--- src/smc_pkg.sv ---
// Shared constants, types and frame-format helpers for the serial unit
package smc_pkg;

  localparam int ADDR_W = 3;
  localparam int DATA_W = 8;

  //////////////////////////////////////////////////////////////////////////
  // Register offsets
  localparam logic [2:0] OFF_MODE = 3'h0;
  localparam logic [2:0] OFF_CTRL = 3'h1;
  localparam logic [2:0] OFF_BAUD = 3'h2;
  localparam logic [2:0] OFF_TXDATA = 3'h3;
  localparam logic [2:0] OFF_RXDATA = 3'h4;
  localparam logic [2:0] OFF_STATUS = 3'h5;
  localparam logic [2:0] OFF_CLEAR = 3'h6;
  localparam logic [2:0] OFF_IRQEN = 3'h7;

  // Mode register fields
  localparam int MODE_SYNC = 7;
  localparam int MODE_CHR = 6;
  localparam int MODE_PE = 5;
  localparam int MODE_ODD = 4;
  localparam int MODE_STOP = 3;
  localparam int MODE_MP = 2;

  // Control register fields
  localparam int CTRL_TE = 5;
  localparam int CTRL_RE = 4;
  localparam int CTRL_MPBT = 2;
  localparam int CTRL_CLOCK_ENABLE_HI = 1;
  localparam int CTRL_CLOCK_ENABLE_LO = 0;

  // Status, clear and interrupt enable share this layout
  localparam int ST_RXFULL = 0;
  localparam int ST_TXEMPTY = 1;
  localparam int ST_TXEND = 2;
  localparam int ST_OVR = 3;
  localparam int ST_FRM = 4;
  localparam int ST_PAR = 5;
  localparam int ST_BRK = 6;

  // Reset values
  localparam logic [7:0] MODE_RST = 8'h00;
  localparam logic [7:0] CTRL_RST = 8'h00;
  localparam logic [7:0] BAUD_RST = 8'h00;
  localparam logic [7:0] IRQEN_RST = 8'h00;

  // Cycle counts in oversample ticks and bits
  localparam logic [3:0] OS_LAST = 4'hf;
  localparam logic [3:0] OS_SAMPLE = 4'h7;
  localparam logic [3:0] SYNC_BITS = 4'h8;
  localparam logic [3:0] SHORT_BITS = 4'h5;
  localparam logic [3:0] MID_BITS = 4'h7;

  typedef enum logic [1:0] {TX_IDLE = 2'b01, TX_SEND = 2'b10} smc_tx_state_t;
  typedef enum logic [1:0] {RX_IDLE = 2'b01, RX_RECV = 2'b10} smc_rx_state_t;

  //////////////////////////////////////////////////////////////////////////
  function automatic logic [3:0] fmt_data_bits(input logic [7:0] mode);
    if (mode[MODE_SYNC])
      return SYNC_BITS;
    else if (mode[MODE_MP] & mode[MODE_PE])
      return SHORT_BITS;
    else
      return mode[MODE_CHR] ? MID_BITS : SYNC_BITS;
  endfunction

  function automatic logic fmt_has_parity(input logic [7:0] mode);
    return !mode[MODE_SYNC] & mode[MODE_PE] &
           (!mode[MODE_MP] | mode[MODE_CHR]);
  endfunction

  function automatic logic fmt_has_mpb(input logic [7:0] mode);
    return !mode[MODE_SYNC] & mode[MODE_MP] & !mode[MODE_PE];
  endfunction

  function automatic logic [7:0] fmt_mask(input logic [3:0] n);
    return 8'hff >> (SYNC_BITS - n);
  endfunction

  function automatic logic fmt_parity_bit(input logic [7:0] data,
                                          input logic [3:0] n,
                                          input logic odd);
    return (^(data & fmt_mask(n))) ^ odd;
  endfunction

endpackage

--- src/smc_clk_if.sv ---
// Clock-source bundle between the serial core and its clock unit
`timescale 1ns/1ps
interface smc_clk_if;
  logic sync_mode;
  logic ext_clk;
  logic [7:0] divisor;
  logic run;
  logic tick16;
  logic ser_rise;
  logic ser_fall;
  logic ser_level;

  modport gen (input sync_mode, ext_clk, divisor, run,
               output tick16, ser_rise, ser_fall, ser_level);
  modport core (output sync_mode, ext_clk, divisor, run,
                input tick16, ser_rise, ser_fall, ser_level);
endinterface

--- src/smc_clock_unit.sv ---
// Baud-rate divider and serial clock source selection
`timescale 1ns/1ps
module smc_clock_unit (
  // Clock and reset
  input wire logic i_core_clk,
  input wire logic i_reset,
  // Serial clock pin level
  input wire logic i_sck,
  // Core side
  smc_clk_if.gen clk
);
  import smc_pkg::*;

  logic [7:0] div_cnt_r;
  logic div_tick;
  logic pin_prev_r;
  logic pin_rise;
  logic pin_fall;
  logic int_level_r;
  logic toggle_en;

  //////////////////////////////////////////////////////////////////////////
  assign div_tick = (div_cnt_r == 8'h00);

  always_ff @(posedge i_core_clk or posedge i_reset) begin
    if (i_reset)
      div_cnt_r <= 8'h00;
    else if (div_tick)
      div_cnt_r <= clk.divisor;
    else
      div_cnt_r <= div_cnt_r - 8'h01;
  end

  always_ff @(posedge i_core_clk or posedge i_reset) begin
    if (i_reset)
      pin_prev_r <= 1'b1;
    else
      pin_prev_r <= i_sck;
  end

  assign pin_rise = i_sck & !pin_prev_r;
  assign pin_fall = !i_sck & pin_prev_r;

  // Stops only at high so the idle serial clock never glitches low
  assign toggle_en = clk.sync_mode & !clk.ext_clk & div_tick &
                     (clk.run | !int_level_r);

  always_ff @(posedge i_core_clk or posedge i_reset) begin
    if (i_reset)
      int_level_r <= 1'b1;
    else if (!clk.sync_mode | clk.ext_clk)
      int_level_r <= 1'b1;
    else if (toggle_en)
      int_level_r <= !int_level_r;
  end

  //////////////////////////////////////////////////////////////////////////
  // external clock bypasses divider
  assign clk.tick16 = clk.ext_clk ? pin_rise : div_tick;
  assign clk.ser_rise = clk.ext_clk ? pin_rise : (toggle_en & !int_level_r);
  assign clk.ser_fall = clk.ext_clk ? pin_fall : (toggle_en & int_level_r);
  assign clk.ser_level = int_level_r;

endmodule

--- src/smc_serial_unit.sv ---
// Serial unit: mode, clock source, transmitter, receiver and interrupts
// Contract
// - Synchronous mode always sends 8 data bits, no parity, MPB or stop.
// - Asynchronous length: 8 bits, 7 with length bit, 5 with MP and PE.
// - Optional parity, multiprocessor bit and second stop bit per mode.
// - Asynchronous receive flags framing, parity, overrun and break.
// - Synchronous receive flags overrun only.
// - Async internal clock; clock select 01 drives bit-rate clock out.
// - Sync: internal clock driven out, external clock taken from pin.
// - Internal clock source always comes from the baud divider.
// - Good character moves to receive data and sets receive-full.
// - Load of transmit shift register sets transmit-empty.
// - Last bit sent with transmit-empty set raises transmit-end.
// - Async receive syncs on start edge, samples on eighth tick.
// - LSB first, low start bit, high stop bits, idle line high.
// - Clearing transmit enable forces transmit-empty to one.
//
// The register offsets and the plain strobed port were decided locally.
`timescale 1ns/1ps
module smc_serial_unit (
  // Clock and reset
  input wire logic i_core_clk,
  input wire logic i_reset,
  // Register port
  input wire logic [smc_pkg::ADDR_W-1:0] i_addr,
  input wire logic [smc_pkg::DATA_W-1:0] i_wdata,
  input wire logic i_wr,
  input wire logic i_rd,
  output logic [smc_pkg::DATA_W-1:0] o_rdata,
  // Serial pins
  input wire logic i_rxd,
  output logic o_txd,
  input wire logic i_sck,
  output logic o_sck,
  output logic o_sck_oe_n,
  // Interrupt
  output logic o_irq
);
  import smc_pkg::*;

  logic [7:0] serial_mode_reg_r;
  logic [7:0] serial_control_reg_r;
  logic [7:0] baud_r;
  logic [7:0] transmit_data_reg_r;
  logic [7:0] receive_data_reg_r;
  logic [7:0] irqen_r;
  logic receive_full_flag_r;
  logic transmit_empty_flag_r;
  logic transmit_end_flag_r;
  logic overrun_error_flag_r;
  logic framing_error_flag_r;
  logic parity_error_flag_r;
  logic break_flag_r;
  logic [7:0] status_vec;
  logic [7:0] rd_mux;
  logic sel_mode, sel_ctrl, sel_baud, sel_tx, sel_clear, sel_irqen;
  logic wr_clear;
  logic [7:0] clr_bits;
  logic sync_mode_select;
  logic transmit_enable;
  logic receive_enable;
  logic [3:0] data_bits;
  logic has_extra;

  smc_clk_if clk_bus ();

  smc_clock_unit u_clock (
    .i_core_clk (i_core_clk),
    .i_reset (i_reset),
    .i_sck (i_sck),
    .clk (clk_bus.gen)
  );

  assign sync_mode_select = serial_mode_reg_r[MODE_SYNC];
  assign transmit_enable = serial_control_reg_r[CTRL_TE];
  assign receive_enable = serial_control_reg_r[CTRL_RE];
  assign data_bits = fmt_data_bits(serial_mode_reg_r);
  assign has_extra = fmt_has_parity(serial_mode_reg_r) |
                     fmt_has_mpb(serial_mode_reg_r);

  //////////////////////////////////////////////////////////////////////////
  // Register port decode
  always_comb begin
    sel_mode = 1'b0;
    sel_ctrl = 1'b0;
    sel_baud = 1'b0;
    sel_tx = 1'b0;
    sel_clear = 1'b0;
    sel_irqen = 1'b0;
    if (i_addr == OFF_MODE)
      sel_mode = 1'b1;
    else if (i_addr == OFF_CTRL)
      sel_ctrl = 1'b1;
    else if (i_addr == OFF_BAUD)
      sel_baud = 1'b1;
    else if (i_addr == OFF_TXDATA)
      sel_tx = 1'b1;
    else if (i_addr == OFF_CLEAR)
      sel_clear = 1'b1;
    else if (i_addr == OFF_IRQEN)
      sel_irqen = 1'b1;
  end

  assign wr_clear = i_wr & sel_clear;
  assign clr_bits = wr_clear ? i_wdata : 8'h00;

  always_ff @(posedge i_core_clk or posedge i_reset) begin
    if (i_reset) begin
      serial_mode_reg_r <= MODE_RST;
      serial_control_reg_r <= CTRL_RST;
      baud_r <= BAUD_RST;
      transmit_data_reg_r <= 8'h00;
      irqen_r <= IRQEN_RST;
    end else if (i_wr) begin
      if (sel_mode)
        serial_mode_reg_r <= i_wdata;
      if (sel_ctrl)
        serial_control_reg_r <= i_wdata;
      if (sel_baud)
        baud_r <= i_wdata;
      if (sel_tx)
        transmit_data_reg_r <= i_wdata;
      if (sel_irqen)
        irqen_r <= i_wdata;
    end
  end

  assign status_vec = {1'b0, break_flag_r, parity_error_flag_r,
                       framing_error_flag_r, overrun_error_flag_r,
                       transmit_end_flag_r, transmit_empty_flag_r,
                       receive_full_flag_r};

  always_comb begin
    if (i_addr == OFF_MODE)
      rd_mux = serial_mode_reg_r;
    else if (i_addr == OFF_CTRL)
      rd_mux = serial_control_reg_r;
    else if (i_addr == OFF_BAUD)
      rd_mux = baud_r;
    else if (i_addr == OFF_TXDATA)
      rd_mux = transmit_data_reg_r;
    else if (i_addr == OFF_RXDATA)
      rd_mux = receive_data_reg_r;
    else if (i_addr == OFF_STATUS)
      rd_mux = status_vec;
    else if (i_addr == OFF_IRQEN)
      rd_mux = irqen_r;
    else
      rd_mux = 8'h00;
  end

  // Read data valid only in the cycle after the strobe
  always_ff @(posedge i_core_clk or posedge i_reset) begin
    if (i_reset)
      o_rdata <= 8'h00;
    else
      o_rdata <= i_rd ? rd_mux : 8'h00;
  end

  //////////////////////////////////////////////////////////////////////////
  // Clock source hookup
  assign clk_bus.sync_mode = sync_mode_select;
  assign clk_bus.ext_clk = serial_control_reg_r[CTRL_CLOCK_ENABLE_HI];
  assign clk_bus.divisor = baud_r;

  //////////////////////////////////////////////////////////////////////////
  // Transmitter
  smc_tx_state_t tx_state_r;
  logic [11:0] tx_frame_r;
  logic [3:0] tx_left_r;
  logic [3:0] tx_os_r;
  logic tx_rose_r;
  logic [11:0] load_frame;
  logic [3:0] load_len;
  logic [3:0] extra_pos;
  logic tx_bit_end;
  logic tx_frame_end;
  logic tx_next_ready;
  logic tx_start;
  logic tx_load;

  assign clk_bus.run = (tx_state_r == TX_SEND) | receive_enable;

  always_comb begin
    load_frame = 12'hfff;
    extra_pos = data_bits + 4'h1;
    if (sync_mode_select) begin
      load_frame[7:0] = transmit_data_reg_r;
      load_len = SYNC_BITS;
    end else begin
      load_frame[0] = 1'b0;
      for (int i = 0; i < 8; i++) begin
        if (i < int'(data_bits))
          load_frame[i + 1] = transmit_data_reg_r[i];
      end
      if (fmt_has_parity(serial_mode_reg_r))
        load_frame[extra_pos] = fmt_parity_bit(transmit_data_reg_r,
            data_bits, serial_mode_reg_r[MODE_ODD]);
      else if (fmt_has_mpb(serial_mode_reg_r))
        load_frame[extra_pos] = serial_control_reg_r[CTRL_MPBT];
      load_len = extra_pos + {3'h0, has_extra} + 4'h1 +
                 {3'h0, serial_mode_reg_r[MODE_STOP]};
    end
  end

  assign tx_bit_end = sync_mode_select ? clk_bus.ser_rise :
                      (clk_bus.tick16 & (tx_os_r == OS_LAST));
  assign tx_frame_end = (tx_state_r == TX_SEND) & tx_bit_end &
                        (tx_left_r == 4'h1);
  assign tx_next_ready = transmit_enable & !transmit_empty_flag_r;
  // Async frames start on the bit-clock boundary so the output clock lines up
  assign tx_start = (tx_state_r == TX_IDLE) & tx_next_ready &
                    (sync_mode_select | tx_bit_end);
  assign tx_load = tx_start | (tx_frame_end & tx_next_ready);

  always_ff @(posedge i_core_clk or posedge i_reset) begin
    if (i_reset)
      tx_os_r <= 4'h0;
    else if (sync_mode_select)
      tx_os_r <= 4'h0;
    else if (clk_bus.tick16)
      tx_os_r <= tx_os_r + 4'h1;
  end

  always_ff @(posedge i_core_clk or posedge i_reset) begin
    if (i_reset) begin
      tx_state_r <= TX_IDLE;
      tx_frame_r <= 12'hfff;
      tx_left_r <= 4'h0;
      tx_rose_r <= 1'b0;
    end else if (!transmit_enable) begin
      tx_state_r <= TX_IDLE;
      tx_frame_r <= 12'hfff;
      tx_rose_r <= 1'b0;
    end else if (tx_load) begin
      tx_state_r <= TX_SEND;
      tx_frame_r <= load_frame;
      tx_left_r <= load_len;
      tx_rose_r <= 1'b0;
    end else if (tx_frame_end) begin
      tx_state_r <= TX_IDLE;
      tx_frame_r <= 12'hfff;
    end else if (tx_state_r == TX_SEND) begin
      if (tx_bit_end)
        tx_left_r <= tx_left_r - 4'h1;
      if (!sync_mode_select & tx_bit_end)
        tx_frame_r <= {1'b1, tx_frame_r[11:1]};
      if (sync_mode_select & clk_bus.ser_rise)
        tx_rose_r <= 1'b1;
      // Sync data changes on the falling edge after each sample
      if (sync_mode_select & clk_bus.ser_fall & tx_rose_r) begin
        tx_frame_r <= {1'b1, tx_frame_r[11:1]};
        tx_rose_r <= 1'b0;
      end
    end
  end

  assign o_txd = tx_frame_r[0];

  // transmit-empty flag, set wins over clear
  always_ff @(posedge i_core_clk or posedge i_reset) begin
    if (i_reset)
      transmit_empty_flag_r <= 1'b1;
    else if (tx_load | !transmit_enable)
      transmit_empty_flag_r <= 1'b1;
    else if ((i_wr & sel_tx) | clr_bits[ST_TXEMPTY])
      transmit_empty_flag_r <= 1'b0;
  end

  always_ff @(posedge i_core_clk or posedge i_reset) begin
    if (i_reset)
      transmit_end_flag_r <= 1'b1;
    else if (tx_frame_end & !tx_next_ready)
      transmit_end_flag_r <= 1'b1;
    else if ((i_wr & sel_tx) | clr_bits[ST_TXEND])
      transmit_end_flag_r <= 1'b0;
  end

  //////////////////////////////////////////////////////////////////////////
  // Receiver
  smc_rx_state_t rx_state_r;
  logic [3:0] rx_os_r;
  logic [3:0] rx_idx_r;
  logic [11:0] rx_buf_r;
  logic rx_armed_r;
  logic rx_in_start_r;
  logic [11:0] rx_word;
  logic [3:0] rx_last;
  logic rx_async_sample;
  logic rx_sync_sample;
  logic rx_done;
  logic [7:0] rx_data;
  logic rx_frm_err;
  logic rx_par_err;
  logic rx_break;

  assign rx_last = sync_mode_select ? (SYNC_BITS - 4'h1) :
                   (data_bits + {3'h0, has_extra});
  assign rx_async_sample = !sync_mode_select & (rx_state_r == RX_RECV) &
                           clk_bus.tick16 & (rx_os_r == OS_SAMPLE);
  assign rx_sync_sample = sync_mode_select & receive_enable &
                          clk_bus.ser_rise;
  assign rx_done = (rx_sync_sample | (rx_async_sample & !rx_in_start_r)) &
                   (rx_idx_r == rx_last);

  always_comb begin
    rx_word = rx_buf_r;
    rx_word[rx_idx_r] = i_rxd;
  end

  assign rx_data = rx_word[7:0] & fmt_mask(data_bits);
  // error checks only in async mode
  assign rx_frm_err = !sync_mode_select & !i_rxd;
  assign rx_par_err = fmt_has_parity(serial_mode_reg_r) &
      (rx_word[data_bits] != fmt_parity_bit(rx_data, data_bits,
                                            serial_mode_reg_r[MODE_ODD]));
  // break is an all-low frame with framing error
  assign rx_break = rx_frm_err & (rx_word == 12'h000);

  // start edge sync and mid-bit sampling
  always_ff @(posedge i_core_clk or posedge i_reset) begin
    if (i_reset) begin
      rx_state_r <= RX_IDLE;
      rx_os_r <= 4'h0;
      rx_idx_r <= 4'h0;
      rx_buf_r <= 12'h000;
      rx_armed_r <= 1'b0;
      rx_in_start_r <= 1'b0;
    end else if (!receive_enable) begin
      rx_state_r <= RX_IDLE;
      rx_idx_r <= 4'h0;
      rx_armed_r <= 1'b0;
    end else if (sync_mode_select) begin
      rx_state_r <= RX_IDLE;
      if (rx_done) begin
        rx_idx_r <= 4'h0;
        rx_buf_r <= 12'h000;
      end else if (rx_sync_sample) begin
        rx_buf_r[rx_idx_r] <= i_rxd;
        rx_idx_r <= rx_idx_r + 4'h1;
      end
    end else if (rx_state_r == RX_IDLE) begin
      // A start needs a high line first, so a held break is not re-read
      if (clk_bus.tick16) begin
        if (i_rxd)
          rx_armed_r <= 1'b1;
        else if (rx_armed_r) begin
          rx_state_r <= RX_RECV;
          rx_os_r <= 4'h1;
          rx_idx_r <= 4'h0;
          rx_buf_r <= 12'h000;
          rx_in_start_r <= 1'b1;
          rx_armed_r <= 1'b0;
        end
      end
    end else if (clk_bus.tick16) begin
      rx_os_r <= rx_os_r + 4'h1;
      if (rx_os_r == OS_SAMPLE) begin
        if (rx_in_start_r) begin
          rx_in_start_r <= 1'b0;
          if (i_rxd)
            rx_state_r <= RX_IDLE;
        end else if (rx_done) begin
          rx_state_r <= RX_IDLE;
        end else begin
          rx_buf_r[rx_idx_r] <= i_rxd;
          rx_idx_r <= rx_idx_r + 4'h1;
        end
      end
    end
  end

  // move character when receive data is free
  always_ff @(posedge i_core_clk or posedge i_reset) begin
    if (i_reset)
      receive_data_reg_r <= 8'h00;
    else if (rx_done & !receive_full_flag_r)
      receive_data_reg_r <= rx_data;
  end

  always_ff @(posedge i_core_clk or posedge i_reset) begin
    if (i_reset)
      receive_full_flag_r <= 1'b0;
    else if (rx_done & !receive_full_flag_r & !rx_frm_err & !rx_par_err)
      receive_full_flag_r <= 1'b1;
    else if (clr_bits[ST_RXFULL])
      receive_full_flag_r <= 1'b0;
  end

  // error flags, set wins over clear
  always_ff @(posedge i_core_clk or posedge i_reset) begin
    if (i_reset) begin
      overrun_error_flag_r <= 1'b0;
      framing_error_flag_r <= 1'b0;
      parity_error_flag_r <= 1'b0;
      break_flag_r <= 1'b0;
    end else begin
      overrun_error_flag_r <= (rx_done & receive_full_flag_r) |
          (overrun_error_flag_r & !clr_bits[ST_OVR]);
      framing_error_flag_r <= (rx_done & rx_frm_err) |
          (framing_error_flag_r & !clr_bits[ST_FRM]);
      parity_error_flag_r <= (rx_done & rx_par_err) |
          (parity_error_flag_r & !clr_bits[ST_PAR]);
      break_flag_r <= (rx_done & rx_break) |
          (break_flag_r & !clr_bits[ST_BRK]);
    end
  end

  //////////////////////////////////////////////////////////////////////////
  // Serial clock pin and interrupt
  // clock pin function
  always_ff @(posedge i_core_clk or posedge i_reset) begin
    if (i_reset) begin
      o_sck <= 1'b1;
      o_sck_oe_n <= 1'b1;
    end else if (sync_mode_select & !serial_control_reg_r[CTRL_CLOCK_ENABLE_HI]) begin
      o_sck <= clk_bus.ser_level;
      o_sck_oe_n <= 1'b0;
    end else if (!sync_mode_select &
                 serial_control_reg_r[CTRL_CLOCK_ENABLE_HI:CTRL_CLOCK_ENABLE_LO] == 2'b01) begin
      // Rises at the centre of each bit
      o_sck <= tx_os_r[3];
      o_sck_oe_n <= 1'b0;
    end else begin
      o_sck <= 1'b1;
      o_sck_oe_n <= 1'b1;
    end
  end

  always_ff @(posedge i_core_clk or posedge i_reset) begin
    if (i_reset)
      o_irq <= 1'b0;
    else
      o_irq <= |(status_vec & irqen_r);
  end

endmodule

--- config.mk ---
export PLATFORM = sky130hd
export DESIGN_NAME = smc_serial_unit
export DESIGN_NICKNAME = d
export VERILOG_FILES = /design/src/smc_pkg.sv /design/src/smc_clk_if.sv /design/src/smc_clock_unit.sv /design/src/smc_serial_unit.sv
export SDC_FILE = /design/constraint.sdc
export NUM_CORES = 1
export LEC_CHECK = 0
export BUFFER_PORTS_ARGS = -buffer_cell sky130_fd_sc_hd__buf_4
export CAP_MARGIN = 20
export CELL_PAD_IN_SITES_DETAIL_PLACEMENT = 0
export CELL_PAD_IN_SITES_GLOBAL_PLACEMENT = 1
export CORE_AREA = 2 2 159 161
export CTS_BUF_LIST = sky130_fd_sc_hd__clkbuf_8
export DETAILED_ROUTE_END_ITERATION = 8
export DIE_AREA = 0 0 161 163
export PLACE_DENSITY_LB_ADDON = 0.1
export SYNTH_ARGS = -nofsm -noshare
export SYNTH_HDL_FRONTEND = slang
export SYNTH_SLANG_ARGS = --single-unit
--- constraint.sdc ---
create_clock -name i_core_clk -period 3.8 [get_ports i_core_clk]
set_input_delay 0.57 -clock i_core_clk [delete_from_list [all_inputs] [get_ports i_core_clk]]
set_output_delay 0.57 -clock i_core_clk [all_outputs]
set_load 0.005 [all_outputs]
==> results.cfg, run 1 <==
[floorplanning]
ios = 29
row_count = 58
dieArea_sq_um = 26200
start_util = 0.292
core_sq_um = 24700
die_x_um = 161
die_h_um = 163

[yosys]
yosys.area.top_type = dfrtp_1
syn_nets = 773
synthTopCellsByArea = dfrtp_1 36%, mux2_2 7.5%, dfstp_2 7.3%
synthFlopType = dfrtp_1
syn-cell-area_sq_um = 7210
synth_cell_types = 66
synth_most_common_cell = dfrtp_1
synth_cells = 732
yosysWarnings = 0
ys_top_cells_by_count = 103 x dfrtp_1, 68 x nand2_1, 58 x nor2_1
async_flop_share = 1.00
synth_area_per_cell_sq_um = 9.85
synth_edf_count = 0
yosysSeqAreaShare = 0.430
synth.top_cell.area_share = 0.357
synth_seq_cells = 123

[final_layout]
nets = 801
drive_gt1_frac = 0.219
syn2layout_area_growth_pct = 14.6
fin_cells = 1104

[cts]
cts_sinks = 123
htreeDepth = 4
cts_root_buf = clkbuf_8
insertion_delay_ns = 0.45
cts.clk_slew.worst_paths_ns = 0.09
cts_tree = built
max-clock-path-buffers = 2
cts_inserted_buffers = 17

[grt]
grt_util_all_layers = 0.169
grt_pass1_vias = 5733
grt_max_degree = 64
antenna_found_initial = 1
grt_pass1_wl_um = 33900
overflow = 0

[placement]
port_buffers = 28
place.gp.congestion = 0.789
dp.cells = 1070
hpwlAfterDp_um = 15600

[drt]
drtIter0Drc = 441
wl_per_cell_um = 19.5
wl_um = 21600
viasPerCell = 5.13
drc = 0
ant_nets = 0
vias = 5666
first_pass_iters = 5

[setup_path]
cpPeakStageDelay_ns = 0.38
worstPathArrival_ns = 3.89
critical_path.slowest_cell = dfrtp_1
cp_data_required_time_ns = 4.16
crit_fanout = 7
start_kind = flop
cpLargestDelayFamily = compound AO/OA/AOI/OAI gates
crit_buf_inv = 1
cp-end-kind = flop
cp_cell_sequence = inv_1, nand3_1, ha_1, ha_1, nand2_1, xnor2_1, xnor3_1, xnor2_1, a21oi_1, a211o_1, a21oi_1, o21ai_0
critPathKind = reg -> reg

[sta]
finalSetupViolCount = 0
finalClockSkew_ns = 0.0213
drv_slew = 0
finalHoldViolations = 0
finalCriticalPeriod_ns = 3.53
rsz0062_at_grt = no
fin_setup_tns_ns = 0
post-route-period-util = 0.928
max_freq_ghz = 0.283
slew_headroom = 0.458
worst_slew_pin_slew_ns = 0.805

[run]
cap_viol_max_count = 0

[worst_hold_path]
hold_class = in -> async

[pwr]
powerDensity_nw_per_um2 = 516
p_leak_nw = 3.49
ir_drop_mv = 0.223

[outcome]
run_status = completed
[cell usage in the layout (no fill, tap or decap), types with 8 or more instances in the layout]
| cell | count |
|---|---|
| inv_1 | 25 |
| mux2i_1 | 19 |
| nand4_1 | 8 |
| a211oi_1 | 8 |
| ha_1 | 23 |
| nand3_1 | 17 |
| buf_4 | 45 |
| nor3b_1 | 9 |
| dfstp_2 | 20 |
| nand3b_1 | 10 |
| xnor2_1 | 15 |
| nor3_1 | 10 |
| a22oi_1 | 10 |
| nor2b_1 | 15 |
| nand2b_1 | 11 |
| mux2_2 | 48 |
| nor2_1 | 58 |
| a21oi_1 | 43 |
| dfrtp_1 | 103 |
| nand2_1 | 67 |
| clkbuf_8 | 18 |
| o21ai_0 | 54 |
| o31ai_1 | 17 |
[power breakdown]
group | internal [W] | switching, W
Combinational | 0.000547 | 0.000707
Sequential | 0.00153 | 0.000203
Clock | 0.000627 | 0.000646
Total | 0.00271 | 0.00156
[flip-flops by register name, summed over array words and instances, names as in the netlist, 2 cells and up]
signal / count
baud_r: 8
irqen_r: 8
o_rdata: 8
receive_data_reg_r: 8
rx_buf_r: 12
rx_idx_r: 4
rx_os_r: 4
rx_state_r: 2
serial_control_reg_r: 8
serial_mode_reg_r: 8
transmit_data_reg_r: 8
tx_frame_r: 12
tx_left_r: 4
tx_os_r: 4
tx_state_r: 2
u_clock.div_cnt_r: 8
[repair_timing]
| item | in CTS | in global routing |
|---|---|---|
| endpoints found under the setup margin | 0 | 16 |
| resized for setup | 0 | 2 |
| hold buffers | 0 | 0 |
| buffers inserted | 0 | 1 |
[worst paths after layout]
path                                      start               endpoint  slack [ns]  depth (start not counted)
setup / recovery           serial_mode_reg_r[7]          tx_frame_r[6]        0.27                         12
hold / removal                          i_reset           tx_left_r[2]        0.19                          2
setup reg to reg           serial_mode_reg_r[7]          tx_frame_r[6]        0.27                         12
hold reg to reg                     rx_buf_r[8]            rx_buf_r[8]        0.48                          2
max in group asynchronous               i_reset  transmit_empty_flag_r        2.70                          3
min in group i_core_clk                   i_sck     u_clock.pin_prev_r        0.25                          1
[cell families after synthesis]
group,count (synthesis),share of synthesized area
DFF,123,0.430
muxes,70,0.111
and+or+nand+nor,227,0.156
buffers and inverters,63,0.0345
xor gates and xnor gates,24,0.0349
adders and majority gates,24,0.0427
AOI/OAI and AO/OA,201,0.192
[through the flow]
stage	hold WS (ns)	total power (W)	instance area (sq um)	setup slack, ns	utilization
4_1_cts	0.192	0.00432	8250	0.157	0.334
3_5_place_dp	0.465	0.00301	7830	0.190	0.317
6_report	0.194	0.00426	8260	0.273	0.335
5_1_grt	0.214	0.00452	8260	0.0130	0.335
2_1_floorplan	0.421	0.00259	7220	0.316	-
3_3_place_gp	0.458	0.00300	7830	0.307	0.317
[layer usage]
| metal | part of all wire | global-route usage |
|---|---|---|
| met2 | 0.47 | 0.274 |
| met5 | 0 | 0 |
| met4 | 0.0057 | 0.0288 |
| met1 | 0.49 | 0.240 |
| met3 | 0.030 | 0.0293 |
[cell type report]
| type | instances | area, sq um |
|---|---|---|
| Antenna cell | 1 | 2.50 |
| Clock buffer | 18 | 248 |
| Clock inverter | 14 | 169 |
| Fill cell | 2585 | 16400 |
| Inverter | 26 | 101 |
| Multi-Input combinational cell | 546 | 3870 |
| Sequential cell | 123 | 3100 |
| Tap cell | 330 | 413 |
| Timing Repair Buffer | 46 | 358 |
[worst register-to-register path, delay by kind of cell (launching register included)]
kind	cells	cell delay [ns]
compound gates	4	0.90
simple gates	2	0.34
xor+xnor	3	0.87
fa+ha+maj	2	0.73
buf+inv	1	0.21
flops	1	0.38
Note: power is estimated with default switching activity, not from simulation.
==> inputs of run 2 (changes only) <==
--- a/config.mk
+++ b/config.mk
@@ -5,14 +5,15 @@
 export SDC_FILE = /design/constraint.sdc
 export NUM_CORES = 1
 export LEC_CHECK = 0
+export ABC_AREA = 1
 export BUFFER_PORTS_ARGS = -buffer_cell sky130_fd_sc_hd__buf_4
 export CAP_MARGIN = 20
 export CELL_PAD_IN_SITES_DETAIL_PLACEMENT = 0
 export CELL_PAD_IN_SITES_GLOBAL_PLACEMENT = 1
-export CORE_AREA = 2 2 159 161
+export CORE_AREA = 2 2 162 164
 export CTS_BUF_LIST = sky130_fd_sc_hd__clkbuf_8
 export DETAILED_ROUTE_END_ITERATION = 8
-export DIE_AREA = 0 0 161 163
+export DIE_AREA = 0 0 164 166
 export PLACE_DENSITY_LB_ADDON = 0.1
 export SYNTH_ARGS = -nofsm -noshare
 export SYNTH_HDL_FRONTEND = slang
==> run 2 against run 1 <==
Net effect:
- sequential power hardly changed
- clock skew about the same
- sequential share of layout area down 1.1 points
- non-clock buffer count fell by 14
- maximum frequency up 15%
- cell area up 2.9%
- wire length grew 12%
- clock power increased by 9%
- hold slack better by 0.0095 ns
- die area up 3.7%
- critical endpoint unchanged
- largest cell class unchanged
- largest power group unchanged
- highest routed layer unchanged
==> results.cfg, run 2 <==
[outcome]
run_status = completed

[cts]
post_cts_resized = 0
htreeDepth = 4
cts_setup_buffers = 0
insertion_delay_ns = 0.46
cts_sinks = 123
cts_root_buf = clkbuf_8
cts_tree = built
cts_inserted_buffers = 17
max-clock-path-buffers = 2
hold_buffers = 0
cts.clk_slew.worst_paths_ns = 0.10

[sta]
fin_setup_tns_ns = 0
rsz0062_at_grt = no
worst_slew_pin_slew_ns = 0.860
hold-worst-slack_ns = 0.203
finalCriticalPeriod_ns = 3.08
max_freq_ghz = 0.325
post-route-period-util = 0.810
finalSetupViolCount = 0
slew_headroom = 0.424
finalClockSkew_ns = 0.0211
finalHoldViolations = 0
drv_slew = 0

[yosys]
synthAdderAreaFrac = 0.0410
synth.top_cell.area_share = 0.343
yosysSeqAreaShare = 0.413
synthTopCellsByArea = dfrtp_1 34%, nand2_1 16%, inv_1 7.2%
synth_area_per_cell_sq_um = 7.20
synth_most_common_cell = nand2_1
syn-cell-area_sq_um = 7510
yosysWarnings = 0
synth_compound_area_frac = 0.146
synth-xor-area-share = 0.0175
synthFlopType = dfrtp_1
synth_cell_types = 47
synth_seq_cells = 123
syn_nets = 1085
ys_top_cells_by_count = 313 x nand2_1, 144 x inv_1, 103 x dfrtp_1
synth_cells = 1044
synth_simple_gate_area_frac = 0.289
muxShareOfSynthArea = 0
async_flop_share = 1.00
synth_edf_count = 0
yosys.area.top_type = dfrtp_1
synth_top_family_by_area = simple AND/OR/NAND/NOR gates

[final_layout]
final_cell_area_sq_um = 8500
final_cell_mix = 313 x nand2_1, 144 x inv_1, 103 x dfrtp_1, 96 x o21ai_0, 80 x nor2_1
drive_gt1_frac = 0.102
fin_cells = 1420
fillers = 2761
reg.largest.list = rx_buf_r x12, tx_frame_r x12
syn2layout_area_growth_pct = 13.1
layout_commonest_cell = nand2_1
nets = 1112

[placement]
place_area_sq_um = 8050
port_buffers = 28
place.gp.congestion = 0.824
dp.cells = 1387
hpwlAfterDp_um = 18000

[pwr]
switching_share = 0.407
ir_drop_mv = 0.232
p_sw_w = 0.00195
p_total_w = 0.00479
p_seq_frac = 0.370
p_leak_nw = 4.24
intPower_w = 0.00284
combinationalPowerShare = 0.342
powerDensity_nw_per_um2 = 563
clkPwrFrac = 0.288

[setup_path]
crit_path_start = serial_mode_reg_r[7]
crit_fanout = 13
cp-end-kind = flop
critical_path.slowest_cell = dfrtp_1
worstReg2RegStart = serial_mode_reg_r[7]
worstPathArrival_ns = 3.47
critPathKind = reg -> reg
cp_common_cell = nand2_1
start_kind = flop
regToRegSetupSlack_ns = 0.72
cpPeakStageDelay_ns = 0.39
cp_data_required_time_ns = 4.19
cp_cell_sequence = inv_2, nand3_1, inv_1, ha_1, inv_2, nand2_1, xnor2_1, inv_1, nand2_1, nand3_1, nand3_1, nand2_1, nand2_1, nand2_1, nand2_1, nand2_1, nand2_1
worstRegToRegCells = 17

[drt]
ant_nets = 0
wl_per_cell_um = 17.0
drc = 0
wl_um = 24200
viasPerCell = 4.72
drtIter0Drc = 454
first_pass_iters = 5
vias = 6708

[run]
cap_viol_max_count = 0

[grt]
overflow = 0
grt_util_all_layers = 0.186
antenna_found_initial = 0
grt_pass1_vias = 6728
grt_max_degree = 124
grt_pass1_wl_um = 38700

[floorplanning]
die_x_um = 164
dieArea_sq_um = 27200
start_util = 0.293
row_count = 59
ios = 29
core_sq_um = 25600
die_h_um = 166

[worst_hold_path]
hold_class = in -> async
[run 2: final timing paths]
check,to
max reg2reg,tx_frame_r[6]
min reg2reg,tx_frame_r[6]
min in group i_core_clk,u_clock.pin_prev_r
max in group asynchronous,rx_buf_r[6]
max,tx_frame_r[6]
min,irqen_r[3]
[run 2: power groups by stage]
stage	sequential [W]	clock [W]	combinational, W
after global routing	0.00181	0.00149	0.00189
after CTS	0.00177	0.00142	0.00166
after floorplan	0.00173	0	0.00120
after global placement	0.00180	0	0.00167
final	0.00177	0.00138	0.00164
after detailed placement	0.00180	0	0.00165
[run 2: layout make-up]
type                            instances  area, sq um  area share
Inverter                              151          571      0.0671
Timing Repair Buffer                   32          253      0.0297
Sequential cell                       123         3100       0.365
Clock buffer                           17          234      0.0275
Tap cell                              335          419      0.0493
Clock inverter                         15          211      0.0249
Antenna cell                            1         2.50    0.000294
Multi-Input combinational cell        746         3710       0.436
[run 2: logic make-up (layout without fill, tap and decap cells)]
| logic type | after synthesis | in the layout |
|---|---|---|
| fa+ha+maj | 24 | 24 |
| buf+inv | 175 | 215 |
| flops | 123 | 123 |
| other cells | 0 | 1 |
| xor+xnor | 15 | 15 |
| simple gates | 513 | 513 |
| compound gates | 194 | 194 |
[run 2: metal layers]
metal | up-vias | routed length (um) | GRT usage
li1 | 3443 | - | -
met1 | 3135 | 12100 | 0.269
met2 | 113 | 10800 | 0.283
met3 | 17 | 938 | 0.0372
met4 | 0 | 346 | 0.0469
met5 | - | 0 | 0
[run 2: stage by stage]
| step | utilization | setup slack [ns] |
|---|---|---|
| after floorplan | - | 1.01 |
| after global placement | 0.314 | 0.625 |
| after detailed placement | 0.314 | 0.676 |
| after CTS | 0.332 | 0.666 |
| after global routing | 0.332 | 0.336 |
| final | 0.332 | 0.722 |
[run 2: worst max-delay path: cells and delay by family (launching register included)]
family,cells,cell delay [ns]
xor gates and xnor gates,1,0.13
DFF,1,0.39
and+or+nand+nor,11,1.37
adders and majority gates,1,0.38
buffers and inverters,4,0.74
